$ cat src/cbt_map.vh
`ifndef CBT_MAP_VH
`define CBT_MAP_VH
// What this block does
// RULE_01: jump width 1..4 cycles, field plus one
// RULE_02: software keeps phase segments above stated minimums
// RULE_03: triple sampling delays bus one cycle
// RULE_04: software computes propagation allowance, rounded up
// RULE_05: hard sync only on frame start edge
// RULE_06: phase error signed relative to sync segment
// RULE_07: small error restarts, large error jumps width
// RULE_08: at most one synchronization per bit
// RULE_09: edge differs from previous sampled level
// RULE_10: falling edge on idle bus hard-syncs
// RULE_11: rising edges resync only when selected
// RULE_12: transmitter ignores positive-error falling edges; code ignores them only while esel_q is clear
// RULE_13: bus is wired-AND, dominant wins
// RULE_14: frame opens with one dominant start bit
// RULE_15: eleven-bit identifier msb first, then request bit
// RULE_16: software avoids identifiers with seven leading ones
// RULE_17: request bit recessive remote, dominant data
// RULE_18: two dominant reserved bits, then length code
// RULE_19: data bytes lowest first, msb leading
// RULE_20: fifteen-bit check msb first, recessive delimiter
// RULE_21: transmitter sends ack recessive, good receivers dominant
// RULE_22: seven recessive end bits, no stuffing there
// RULE_23: sync, phase one, phase two; sample after one
// RULE_24: phase segment one 1..16 cycles
// RULE_25: phase segment two 1..8 cycles
// RULE_26: stuff complement after five equal bits
// RULE_27: check polynomial 4599 from zero
`define CBT_OFF_CTRL    8'h00
`define CBT_OFF_TIMING  8'h04
`define CBT_OFF_TXID    8'h08
`define CBT_OFF_TXLO    8'h0C
`define CBT_OFF_TXHI    8'h10
`define CBT_OFF_STATUS  8'h14
`define CBT_OFF_RXID    8'h18
`define CBT_OFF_RXLO    8'h1C
`define CBT_OFF_RXHI    8'h20
`define CBT_CTRL_SEND   0
`define CBT_CTRL_ESEL   1
`define CBT_CTRL_TSEL   2
`define CBT_TIM_SJW     0
`define CBT_TIM_PS1     4
`define CBT_TIM_PS2     8
`define CBT_ID_RTR      11
`define CBT_ID_DLC      12
`define CBT_ST_DONE     3
`define CBT_ST_RXV      4
`define CBT_RST_SJW     2'h0
`define CBT_RST_PS1     4'h5
`define CBT_RST_PS2     3'h2
`define CBT_CRC_POLY    15'h4599
`define CBT_RESP_OKAY   2'h0
`define CBT_RESP_SLVERR 2'h2
`endif

$ cat src/cbt_top.v
`timescale 1ns/1ns
`include "cbt_map.vh"
module cbt_top #(
    parameter AW = 8
) (
    input  wire          SYS_CLK,
    input  wire          SRST,
    input  wire [AW-1:0] AWADDR,
    input  wire          AWVALID,
    output reg           AWREADY,
    input  wire [31:0]   WDATA,
    input  wire [3:0]    WSTRB,
    input  wire          WVALID,
    output reg           WREADY,
    output reg  [1:0]    BRESP,
    output reg           BVALID,
    input  wire          BREADY,
    input  wire [AW-1:0] ARADDR,
    input  wire          ARVALID,
    output reg           ARREADY,
    output reg  [31:0]   RDATA,
    output reg  [1:0]    RRESP,
    output reg           RVALID,
    input  wire          RREADY,
    input  wire          CAN_RX,
    output reg           CAN_TX
);
    localparam SEG_SYNC = 2'h0;
    localparam SEG_PS1  = 2'h1;
    localparam SEG_PS2  = 2'h2;
    localparam F_IDLE = 4'h0;
    localparam F_SOF  = 4'h1;
    localparam F_ID   = 4'h2;
    localparam F_RTR  = 4'h3;
    localparam F_RES  = 4'h4;
    localparam F_DLC  = 4'h5;
    localparam F_DATA = 4'h6;
    localparam F_CRC  = 4'h7;
    localparam F_CDEL = 4'h8;
    localparam F_ACK  = 4'h9;
    localparam F_ADEL = 4'hA;
    localparam F_EOF  = 4'hB;

    reg  [1:0]  sjw_q;
    reg  [3:0]  ps1_q;
    reg  [2:0]  ps2_q;
    reg         esel_q;
    reg         tsel_q;
    reg         send_q;
    reg  [10:0] tx_id_q;
    reg         tx_rtr_q;
    reg  [3:0]  tx_dlc_q;
    reg  [63:0] tx_data_q;
    reg         done_q;
    reg         rxv_q;
    reg         ack_seen_q;
    reg         crc_ok_q;
    reg  [10:0] rx_id_q;
    reg         rx_rtr_q;
    reg  [3:0]  rx_dlc_q;
    reg  [63:0] rx_data_q;
    reg  [3:0]  nbytes_q;
    reg         aw_hold_q;
    reg  [AW-1:0] aw_addr_q;
    reg         w_hold_q;
    reg  [31:0] w_data_q;
    reg  [3:0]  w_strb_q;
    reg         rx_meta_q;
    reg         rx_s_q;
    reg         rx_d1_q;
    reg         rx_d2_q;
    reg         prev_q;
    reg         samp_q;
    reg  [1:0]  seg_q;
    reg  [1:0]  seg_d;
    reg  [4:0]  tq_q;
    reg  [4:0]  tq_d;
    reg  [2:0]  ext_q;
    reg  [2:0]  ext_d;
    reg  [2:0]  cut_q;
    reg  [2:0]  cut_d;
    reg         synced_q;
    reg         synced_d;
    reg         sample;
    reg         bit_start;
    reg         hard;
    reg  [3:0]  fst_q;
    reg  [5:0]  cnt_q;
    reg  [2:0]  run_q;
    reg         last_q;
    reg         pend_q;
    reg  [14:0] crc_q;
    reg         txing_q;
    reg         fbit;
    reg  [31:0] rd_mux;

    // byte-lane mask; registers narrower than a word take only the lanes they cover
    wire [31:0] wm = {{8{w_strb_q[3]}}, {8{w_strb_q[2]}}, {8{w_strb_q[1]}}, {8{w_strb_q[0]}}};
    wire        do_wr = aw_hold_q & w_hold_q & ~BVALID;
    wire        ar_take = ARVALID & ARREADY;
    wire        aw_take = AWVALID & AWREADY;
    wire        w_take = WVALID & WREADY;
    wire [31:0] ctrl_rd = {29'h0, tsel_q, esel_q, send_q};
    wire [31:0] tim_rd = {21'h0, ps2_q, ps1_q, 2'h0, sjw_q};
    wire [31:0] txid_rd = {16'h0, tx_dlc_q, tx_rtr_q, tx_id_q};
    wire [31:0] ctrl_w = (ctrl_rd & ~wm) | (w_data_q & wm);
    wire [31:0] tim_w = (tim_rd & ~wm) | (w_data_q & wm);
    wire [31:0] txid_w = (txid_rd & ~wm) | (w_data_q & wm);
    wire [31:0] txlo_w = (tx_data_q[31:0] & ~wm) | (w_data_q & wm);
    wire [31:0] txhi_w = (tx_data_q[63:32] & ~wm) | (w_data_q & wm);
    wire [31:0] w1c = w_data_q & wm;
    wire        wr_ctrl = do_wr & (aw_addr_q == `CBT_OFF_CTRL);
    wire        wr_stat = do_wr & (aw_addr_q == `CBT_OFF_STATUS);
    wire        idle = (fst_q == F_IDLE);

    // segment lengths are field plus one
    wire [4:0]  len1 = {1'b0, ps1_q} + 5'h01;                  // [RULE_24]
    wire [3:0]  len2 = {1'b0, ps2_q} + 4'h1;                   // [RULE_25]
    wire [2:0]  sjw_n = {1'b0, sjw_q} + 3'h1;                  // [RULE_01]
    wire [4:0]  len1e = len1 + {2'h0, ext_q};
    wire [3:0]  len2e = len2 - {1'b0, cut_q};                  // [RULE_02]
    // triple sampling looks one cycle later so the majority is centred
    wire        bus_in = tsel_q ? rx_d1_q : rx_s_q;            // [RULE_03]
    wire        maj = (rx_s_q & rx_d1_q) | (rx_s_q & rx_d2_q) | (rx_d1_q & rx_d2_q);
    wire        bval = tsel_q ? maj : rx_s_q;
    wire        fall = prev_q & ~bus_in;
    wire        edge_ok = (prev_q != bus_in) & (bus_in != samp_q); // [RULE_09]
    wire        cand = edge_ok & (fall | esel_q) & ~synced_q & ~idle; // [RULE_11] [RULE_08]
    wire [4:0]  e_pos = tq_q + 5'h01;                          // [RULE_06]
    wire [3:0]  e_neg = len2e - tq_q[3:0];                     // [RULE_06]
    wire        stuffed = (fst_q >= F_SOF) & (fst_q <= F_CRC); // [RULE_22]
    wire        fb_crc = bval ^ crc_q[14];
    wire [14:0] crc_n = {crc_q[13:0], 1'b0} ^ (fb_crc ? `CBT_CRC_POLY : 15'h0000); // [RULE_27]
    wire [3:0]  dlc_full = {rx_dlc_q[2:0], bval};
    wire [6:0]  dlast = {nbytes_q, 3'h0} - 7'h01;
    wire [3:0]  id_idx = 4'hA - cnt_q[3:0];
    wire [1:0]  dlc_idx = 2'h3 - cnt_q[1:0];
    wire [5:0]  dat_idx = {cnt_q[5:3], ~cnt_q[2:0]};           // [RULE_19]

    // two-flop synchroniser, then delay taps for edge and majority
    always @(posedge SYS_CLK) begin
        if (SRST) begin
            rx_meta_q <= 1'b1;
            rx_s_q    <= 1'b1;
            rx_d1_q   <= 1'b1;
            rx_d2_q   <= 1'b1;
            prev_q    <= 1'b1;
        end else begin
            rx_meta_q <= CAN_RX;
            rx_s_q    <= rx_meta_q;
            rx_d1_q   <= rx_s_q;
            rx_d2_q   <= rx_d1_q;
            prev_q    <= bus_in;
        end
    end

    // bit timing: sync, phase one, phase two, with hard sync and resync
    always @* begin
        seg_d = seg_q;
        tq_d = tq_q;
        ext_d = ext_q;
        cut_d = cut_q;
        synced_d = synced_q;
        sample = 1'b0;
        bit_start = 1'b0;
        hard = 1'b0;
        if (idle & fall) begin
            hard = 1'b1;                                       // [RULE_05] [RULE_10]
            seg_d = SEG_PS1;
            tq_d = 5'h00;
            ext_d = 3'h0;
            cut_d = 3'h0;
            synced_d = 1'b1;
            bit_start = 1'b1;
        end else if (cand & (seg_q == SEG_PS1) & ~(txing_q & ~esel_q)) begin // [RULE_12]
            synced_d = 1'b1;
            if (e_pos <= {2'h0, sjw_n}) begin
                seg_d = SEG_PS1;                               // [RULE_07]
                tq_d = 5'h00;
                ext_d = 3'h0;
                bit_start = 1'b1;
            end else begin
                ext_d = sjw_n;                                 // [RULE_07]
                tq_d = tq_q + 5'h01;
            end
        end else if (cand & (seg_q == SEG_PS2)) begin
            synced_d = 1'b1;
            if (e_neg <= {1'b0, sjw_n}) begin
                seg_d = SEG_PS1;                               // [RULE_07]
                tq_d = 5'h00;
                ext_d = 3'h0;
                cut_d = 3'h0;
                bit_start = 1'b1;
            end else if (tq_q[3:0] >= len2 - {1'b0, sjw_n} - 4'h1) begin
                seg_d = SEG_SYNC;                              // [RULE_07]
                tq_d = 5'h00;
            end else begin
                cut_d = sjw_n;
                tq_d = tq_q + 5'h01;
            end
        end else begin
            case (seg_q)
                SEG_SYNC: begin
                    bit_start = 1'b1;                          // [RULE_23]
                    seg_d = SEG_PS1;
                    tq_d = 5'h00;
                    ext_d = 3'h0;
                    cut_d = 3'h0;
                end
                SEG_PS1: begin
                    if (tq_q >= len1e - 5'h01) begin
                        sample = 1'b1;                         // [RULE_23]
                        synced_d = 1'b0;
                        seg_d = SEG_PS2;
                        tq_d = 5'h00;
                    end else begin
                        tq_d = tq_q + 5'h01;
                    end
                end
                SEG_PS2: begin
                    if (tq_q[3:0] >= len2e - 4'h1) begin
                        seg_d = SEG_SYNC;
                        tq_d = 5'h00;
                    end else begin
                        tq_d = tq_q + 5'h01;
                    end
                end
                default: begin
                    seg_d = SEG_SYNC;
                    tq_d = 5'h00;
                end
            endcase
        end
    end

    always @(posedge SYS_CLK) begin
        if (SRST) begin
            seg_q <= SEG_SYNC;
            tq_q <= 5'h00;
            ext_q <= 3'h0;
            cut_q <= 3'h0;
            synced_q <= 1'b0;
            samp_q <= 1'b1;
        end else begin
            seg_q <= seg_d;
            tq_q <= tq_d;
            ext_q <= ext_d;
            cut_q <= cut_d;
            synced_q <= synced_d;
            if (sample) begin
                samp_q <= bval;
            end
        end
    end

    // level to drive in the coming bit, from the field position already reached
    always @* begin
        fbit = 1'b1;
        if (pend_q) begin
            fbit = ~last_q;                                    // [RULE_26]
        end else begin
            case (fst_q)
                F_SOF:  fbit = 1'b0;                           // [RULE_14]
                F_ID:   fbit = tx_id_q[id_idx];                // [RULE_15]
                F_RTR:  fbit = tx_rtr_q;                       // [RULE_17]
                F_RES:  fbit = 1'b0;                           // [RULE_18]
                F_DLC:  fbit = tx_dlc_q[dlc_idx];              // [RULE_18]
                F_DATA: fbit = tx_data_q[dat_idx];             // [RULE_19]
                F_CRC:  fbit = crc_q[14];                      // [RULE_20]
                default: fbit = 1'b1;                          // [RULE_21] [RULE_22]
            endcase
        end
    end

    // frame sequencer runs on sampled bits for both own and foreign frames
    always @(posedge SYS_CLK) begin
        if (SRST) begin
            fst_q <= F_IDLE;
            cnt_q <= 6'h00;
            run_q <= 3'h0;
            last_q <= 1'b1;
            pend_q <= 1'b0;
            crc_q <= 15'h0000;
            txing_q <= 1'b0;
            CAN_TX <= 1'b1;
            crc_ok_q <= 1'b0;
            ack_seen_q <= 1'b0;
            done_q <= 1'b0;
            rxv_q <= 1'b0;
            send_q <= 1'b0;
            rx_id_q <= 11'h000;
            rx_rtr_q <= 1'b0;
            rx_dlc_q <= 4'h0;
            rx_data_q <= 64'h0;
            nbytes_q <= 4'h0;
        end else begin
            // the bus never reads recessive over our dominant, so no collision path
            // a request written in a bit-start cycle must not be lost; frame start consumes it
            if (wr_ctrl & ctrl_w[`CBT_CTRL_SEND]) begin
                send_q <= 1'b1;
            end
            if (idle & send_q & CAN_TX & ~hard) begin
                CAN_TX <= 1'b0;                                // [RULE_13] [RULE_14]
                txing_q <= 1'b1;
                send_q <= 1'b0;
            end else if (bit_start & ~idle) begin
                CAN_TX <= txing_q ? fbit : ~((fst_q == F_ACK) & crc_ok_q); // [RULE_21]
            end
            if (hard) begin
                fst_q <= F_SOF;
                cnt_q <= 6'h00;
                run_q <= 3'h0;
                last_q <= 1'b1;
                pend_q <= 1'b0;
                crc_q <= 15'h0000;                             // [RULE_27]
                crc_ok_q <= 1'b0;
                ack_seen_q <= 1'b0;
            end else if (sample & ~idle) begin
                if (pend_q) begin
                    pend_q <= 1'b0;                            // [RULE_26]
                    run_q <= 3'h1;
                    last_q <= bval;
                end else begin
                    if (stuffed) begin
                        crc_q <= crc_n;                        // [RULE_20]
                        last_q <= bval;
                        run_q <= (bval == last_q) ? run_q + 3'h1 : 3'h1;
                        pend_q <= (bval == last_q) & (run_q == 3'h4); // [RULE_26]
                    end
                    // losing arbitration turns us into a plain receiver
                    if (((fst_q == F_ID) | (fst_q == F_RTR)) & txing_q & CAN_TX & ~bval) begin
                        txing_q <= 1'b0;                       // [RULE_13]
                    end
                    cnt_q <= cnt_q + 6'h01;
                    case (fst_q)
                        F_SOF: begin
                            cnt_q <= 6'h00;
                            fst_q <= bval ? F_IDLE : F_ID;
                        end
                        F_ID: begin
                            rx_id_q <= {rx_id_q[9:0], bval};   // [RULE_15]
                            if (cnt_q == 6'h0A) begin
                                fst_q <= F_RTR;
                            end
                        end
                        F_RTR: begin
                            rx_rtr_q <= bval;                  // [RULE_17]
                            fst_q <= F_RES;
                            cnt_q <= 6'h00;
                        end
                        F_RES: begin
                            if (cnt_q == 6'h01) begin
                                fst_q <= F_DLC;
                                cnt_q <= 6'h00;
                            end
                        end
                        F_DLC: begin
                            rx_dlc_q <= dlc_full;
                            if (cnt_q == 6'h03) begin
                                cnt_q <= 6'h00;
                                nbytes_q <= rx_rtr_q ? 4'h0 : (dlc_full[3] ? 4'h8 : dlc_full); // [RULE_18]
                                fst_q <= (rx_rtr_q | (dlc_full == 4'h0)) ? F_CRC : F_DATA;
                            end
                        end
                        F_DATA: begin
                            rx_data_q[dat_idx] <= bval;        // [RULE_19]
                            if ({1'b0, cnt_q} == dlast) begin
                                fst_q <= F_CRC;
                                cnt_q <= 6'h00;
                            end
                        end
                        F_CRC: begin
                            if (cnt_q == 6'h0E) begin
                                fst_q <= F_CDEL;
                            end
                        end
                        F_CDEL: begin
                            crc_ok_q <= (crc_q == 15'h0000) & bval; // [RULE_20]
                            fst_q <= F_ACK;
                        end
                        F_ACK: begin
                            ack_seen_q <= ~bval;
                            fst_q <= F_ADEL;
                        end
                        F_ADEL: begin
                            fst_q <= F_EOF;
                            cnt_q <= 6'h00;
                        end
                        F_EOF: begin
                            if (cnt_q == 6'h06) begin
                                fst_q <= F_IDLE;               // [RULE_22]
                                txing_q <= 1'b0;
                            end
                        end
                        default: fst_q <= F_IDLE;
                    endcase
                end
            end
            // hardware set wins over a software clear in the same cycle
            if (sample & ~pend_q & (fst_q == F_EOF) & (cnt_q == 6'h06) & txing_q) begin
                done_q <= 1'b1;
            end else if (wr_stat & w1c[`CBT_ST_DONE]) begin
                done_q <= 1'b0;
            end
            if (sample & ~pend_q & (fst_q == F_EOF) & (cnt_q == 6'h06) & ~txing_q & crc_ok_q) begin
                rxv_q <= 1'b1;
            end else if (wr_stat & w1c[`CBT_ST_RXV]) begin
                rxv_q <= 1'b0;
            end
        end
    end

    // register slave: address and data taken in either order, one write at a time
    always @(posedge SYS_CLK) begin
        if (SRST) begin
            AWREADY <= 1'b0;
            WREADY <= 1'b0;
            BVALID <= 1'b0;
            BRESP <= `CBT_RESP_OKAY;
            aw_hold_q <= 1'b0;
            w_hold_q <= 1'b0;
            aw_addr_q <= {AW{1'b0}};
            w_data_q <= 32'h0;
            w_strb_q <= 4'h0;
            sjw_q <= `CBT_RST_SJW;
            ps1_q <= `CBT_RST_PS1;
            ps2_q <= `CBT_RST_PS2;
            esel_q <= 1'b0;
            tsel_q <= 1'b0;
            tx_id_q <= 11'h000;
            tx_rtr_q <= 1'b0;
            tx_dlc_q <= 4'h0;
            tx_data_q <= 64'h0;
        end else begin
            AWREADY <= ~aw_take & ~aw_hold_q & ~BVALID;
            WREADY <= ~w_take & ~w_hold_q & ~BVALID;
            if (aw_take) begin
                aw_hold_q <= 1'b1;
                aw_addr_q <= AWADDR;
            end
            if (w_take) begin
                w_hold_q <= 1'b1;
                w_data_q <= WDATA;
                w_strb_q <= WSTRB;
            end
            if (BVALID & BREADY) begin
                BVALID <= 1'b0;
            end
            if (do_wr) begin
                aw_hold_q <= 1'b0;
                w_hold_q <= 1'b0;
                BVALID <= 1'b1;
                BRESP <= (aw_addr_q > `CBT_OFF_RXHI) | (aw_addr_q[1:0] != 2'h0) ?
                         `CBT_RESP_SLVERR : `CBT_RESP_OKAY;
                case (aw_addr_q)
                    `CBT_OFF_CTRL: begin
                        esel_q <= ctrl_w[`CBT_CTRL_ESEL];     // [RULE_11]
                        tsel_q <= ctrl_w[`CBT_CTRL_TSEL];     // [RULE_03]
                    end
                    `CBT_OFF_TIMING: begin
                        sjw_q <= tim_w[`CBT_TIM_SJW+1:`CBT_TIM_SJW];
                        ps1_q <= tim_w[`CBT_TIM_PS1+3:`CBT_TIM_PS1];
                        ps2_q <= tim_w[`CBT_TIM_PS2+2:`CBT_TIM_PS2];
                    end
                    `CBT_OFF_TXID: begin
                        tx_id_q <= txid_w[10:0];               // [RULE_16]
                        tx_rtr_q <= txid_w[`CBT_ID_RTR];
                        tx_dlc_q <= txid_w[`CBT_ID_DLC+3:`CBT_ID_DLC];
                    end
                    `CBT_OFF_TXLO: tx_data_q[31:0] <= txlo_w;
                    `CBT_OFF_TXHI: tx_data_q[63:32] <= txhi_w;
                    default: begin
                    end
                endcase
            end
        end
    end

    // read mux; unused offsets read zero
    always @* begin
        case (ARADDR)
            `CBT_OFF_CTRL:   rd_mux = ctrl_rd;
            `CBT_OFF_TIMING: rd_mux = tim_rd;
            `CBT_OFF_TXID:   rd_mux = txid_rd;
            `CBT_OFF_TXLO:   rd_mux = tx_data_q[31:0];
            `CBT_OFF_TXHI:   rd_mux = tx_data_q[63:32];
            `CBT_OFF_STATUS: rd_mux = {25'h0, crc_ok_q, ack_seen_q, rxv_q, done_q, idle, txing_q, send_q};
            `CBT_OFF_RXID:   rd_mux = {16'h0, rx_dlc_q, rx_rtr_q, rx_id_q};
            `CBT_OFF_RXLO:   rd_mux = rx_data_q[31:0];
            `CBT_OFF_RXHI:   rd_mux = rx_data_q[63:32];
            default:         rd_mux = 32'h0;
        endcase
    end

    always @(posedge SYS_CLK) begin
        if (SRST) begin
            ARREADY <= 1'b0;
            RVALID <= 1'b0;
            RDATA <= 32'h0;
            RRESP <= `CBT_RESP_OKAY;
        end else begin
            ARREADY <= ~ar_take & ~RVALID;
            if (ar_take) begin
                RVALID <= 1'b1;
                RDATA <= rd_mux;
                RRESP <= (ARADDR > `CBT_OFF_RXHI) | (ARADDR[1:0] != 2'h0) ?
                         `CBT_RESP_SLVERR : `CBT_RESP_OKAY;
            end else if (RVALID & RREADY) begin
                RVALID <= 1'b0;
            end
        end
    end
endmodule

$ cat config.mk
export PLATFORM = sky130hd
export DESIGN_NAME = cbt_top
export DESIGN_NICKNAME = d
export VERILOG_FILES = /design/src/cbt_top.v
export VERILOG_INCLUDE_DIRS = /design/src
export SDC_FILE = /design/constraint.sdc
export NUM_CORES = 1
export LEC_CHECK = 0
export ABC_AREA = 1
export BUFFER_PORTS_ARGS = -buffer_cell sky130_fd_sc_hd__buf_2
export CORE_UTILIZATION = 34
export CTS_CLUSTER_DIAMETER = 50
export DETAILED_ROUTE_END_ITERATION = 7
export PLACE_DENSITY = 0.49
export SLEW_MARGIN = 20
export SYNTH_ARGS = -nofsm -noshare
export SYNTH_HDL_FRONTEND = slang
export SYNTH_SLANG_ARGS = --single-unit
$ cat constraint.sdc
create_clock -name SYS_CLK -period 4.3 [get_ports SYS_CLK]
set_clock_uncertainty 0.1 [all_clocks]
set_input_delay 0.86 -clock SYS_CLK [delete_from_list [all_inputs] [get_ports SYS_CLK]]
set_output_delay 0.86 -clock SYS_CLK [all_outputs]
set_load 0.01 [all_outputs]
==> flow_summary.json <==
{
  "worstSkewPairLatency_ns": 0.56,
  "syn_area_per_cell_um2": 6.99,
  "netlist_area_um2": 15800,
  "period_needed_ns": 3.56,
  "synthSimpleGateAreaFrac_pct": 26.0,
  "drt_wl_total_um": 53800,
  "rsz0062_at_grt": "no",
  "yosysSeqAreaShare_pct": 40.2,
  "worst_slew_pin_slew_ns": 0.837,
  "clock_power_share_pct": 49.5,
  "drtIter0Drc": 1123,
  "cts_buffers": 41,
  "slowest_stage": "o21ai_0",
  "p_sw_share_pct": 24.7,
  "postCtsHoldBufs": 0,
  "clock_sinks": 317,
  "crit_path_start_kind": "flip-flop",
  "layout-area-overhead-vs-synth_pct": 15.0,
  "status": "finished clean",
  "hold_path_class": "flip-flop to flip-flop",
  "worstPathArrival_ns": 3.88,
  "nNetsFinal": 2416,
  "grt_use_total_pct": 22.5,
  "crit_type": "flip-flop to flip-flop",
  "worst_hold_slack_ns": 0.304,
  "synth_top_family_by_area": "simple AND/OR/NAND/NOR gates",
  "layout-drive-gt1-share_pct": 10.2,
  "max_stage_delay_ns": 0.57,
  "wl_per_cell_um": 18.4,
  "cts-root-buf": "clkbuf_16",
  "finalSetupViolations": 0,
  "rr_worst_depth": 15,
  "syn_inst": 2256,
  "cts_tree": "done",
  "synth_xor_area_share_pct": 1.61,
  "fin_setup_tns_ns": 0,
  "ant_nets": 0,
  "finalInstanceArea_um2": 18100,
  "vias": 15200,
  "relSlewSlack_pct": 43.8,
  "grt_pass1_wl_um": 82600,
  "yosysUniqueCellTypes": 48,
  "p_sw_mw": 1.72,
  "grt_max_degree": 147,
  "via_per_inst": 5.20,
  "rows": 78,
  "clk_path_buf_depth": 3,
  "ios": 102,
  "die_area_um2": 47300,
  "power_density_nw_per_um2": 384,
  "p_comb_share_pct": 6.9,
  "antenna_found_initial": 1,
  "path_cells": "ha_1, inv_1, fa_1, o21ai_0, nand2_1, ha_1, nand2_1, or3_1, nand3_1, nand2_1, nor2_4, nand3_4, buf_4, o21ai_0, nor3_1",
  "hold_path_depth": 1,
  "rrSetupSlack_ns": 0.74,
  "cp_top_family": "simple AND/OR/NAND/NOR gates",
  "crit_buf_inv": 2,
  "fp.dieH_um": 217,
  "dpl_cell_area_um2": 16800,
  "route.detailed.drc": 0,
  "post_cts_resized": 0,
  "dp_hpwl_um": 37700,
  "synthMuxAreaShare_pct": 0,
  "synth.ff_latch_count": 317,
  "core_um2": 45600,
  "cp.required_ns": 4.61,
  "synth_adder_area_share_pct": 4.23,
  "crit_top_cell": "nand2_1",
  "post-cts-setup-buffers": 0,
  "fin_crit_sh_pct": 82.9,
  "fmax_mhz": 281,
  "end_kind": "flip-flop",
  "die_w_um": 217,
  "ir_drop_v": 0.000309,
  "cp.depth": 15,
  "htree_num_levels": 2,
  "power_leakage_nw": 7.01,
  "dr.pass1.iters": 5,
  "worstPathMaxFanout": 29,
  "start_util_pct": 34.6,
  "drv_slew": 0,
  "synth_compound_area_share_pct": 18.9,
  "yosys_warnings": 0,
  "internal_power_mw": 5.26,
  "cap_violations": 0,
  "port_buffers": 99,
  "seq_power_share_pct": 43.6,
  "fillCellCount": 4785,
  "hold_viol": 0,
  "gp_congestion": 0.849,
  "clk_pin_slew_ns": 0.06,
  "mostFrequentLayoutCell": "nand2_1",
  "final_cell_mix": "502 x nand2_1, 316 x dfxtp_1, 254 x a21oi_1, 212 x inv_1, 202 x o21ai_0",
  "gr-total-overflow": 0,
  "grt_pass1_vias": 13900
}
layout make-up:
cell class	instances	area, um2	share of cell area (%)
repair buffers	139	836	4.60
diodes	1	2.50	0.0138
clock buffers	51	1130	6.25
inverters	223	838	4.62
flip-flops and latches	317	6350	35.0
clock inverters	16	213	1.17
multi-input cells	1583	8030	44.2
well taps	600	751	4.14
cells by family after synthesis:
kind of cell    after synthesis
buf+inv                     357
xor+xnor                     29
simple gates                954
compound gates              547
other cells                   1
fa+ha+maj                    51
flops                       317
layer usage:
layer  track usage, %  vias up  part of all wire (%)  wire length (um)
met4             6.90        0                   2.4              1270
met3             3.15       70                   6.2              3310
li1                 -     7618                     -                 -
met2             33.6      436                    43             23000
met5                0        -                     0                 0
met1             33.2     7119                    49             26200
power by group through the flow:
stage / Sequential, mW / Clock (mW) / Combinational, mW
finish: 3.04 / 3.45 / 0.482
CTS: 3.04 / 3.53 / 0.481
detailed placement: 3.11 / 0 / 0.479
global placement: 3.11 / 0 / 0.475
global route: 3.05 / 3.66 / 0.546
floorplan: 3.09 / 0 / 0.336
per-stage QoR:
step	utilization [%]	instances	total power, mW	setup WS (ns)
2_1_floorplan	-	2257	3.43	1.09
3_3_place_gp	36.9	2862	3.58	0.767
3_5_place_dp	36.9	2862	3.59	0.755
4_1_cts	39.8	2929	7.05	0.745
5_1_grt	39.8	2929	7.25	0.279
6_report	39.8	2930	6.98	0.736
synthesized netlist by cell type, drive strengths merged:
master / count / area [um2]
a31oi: 2 / 12.5
o311ai: 1 / 8.76
nor4: 7 / 43.8
inv: 220 / 826
dfxtp: 317 / 6350
nor3: 44 / 225
or2: 5 / 31.3
clkbuf: 91 / 342
nor2: 202 / 812
xnor2: 10 / 87.6
nand3: 101 / 518
a211oi: 22 / 175
ha: 47 / 588
o21ai: 203 / 1020
nand2: 506 / 1910
o221a: 1 / 11.3
o2111ai: 19 / 166
o21bai: 1 / 7.51
buf: 43 / 249
conb: 1 / 3.75
fa: 4 / 80.1
and3: 1 / 6.26
o22ai: 21 / 131
a41oi: 1 / 8.76
o21a: 3 / 22.5
nand3b: 2 / 15.0
or3: 1 / 6.26
a21oi: 254 / 1270
nand4: 85 / 532
a221oi: 2 / 17.5
o31ai: 10 / 75.1
a2111oi: 1 / 8.76
clkinv: 3 / 11.3
o211ai: 6 / 45.0
xor2: 19 / 166
final timing paths:
kind	end	start
worst max-delay path	cnt_q[4]	flip-flop
worst min register to register	rx_s_q	rx_meta_q
worst max register to register	cnt_q[4]	flip-flop
worst min-delay path	rx_s_q	rx_meta_q
Note: power is estimated with default switching activity, not from simulation.
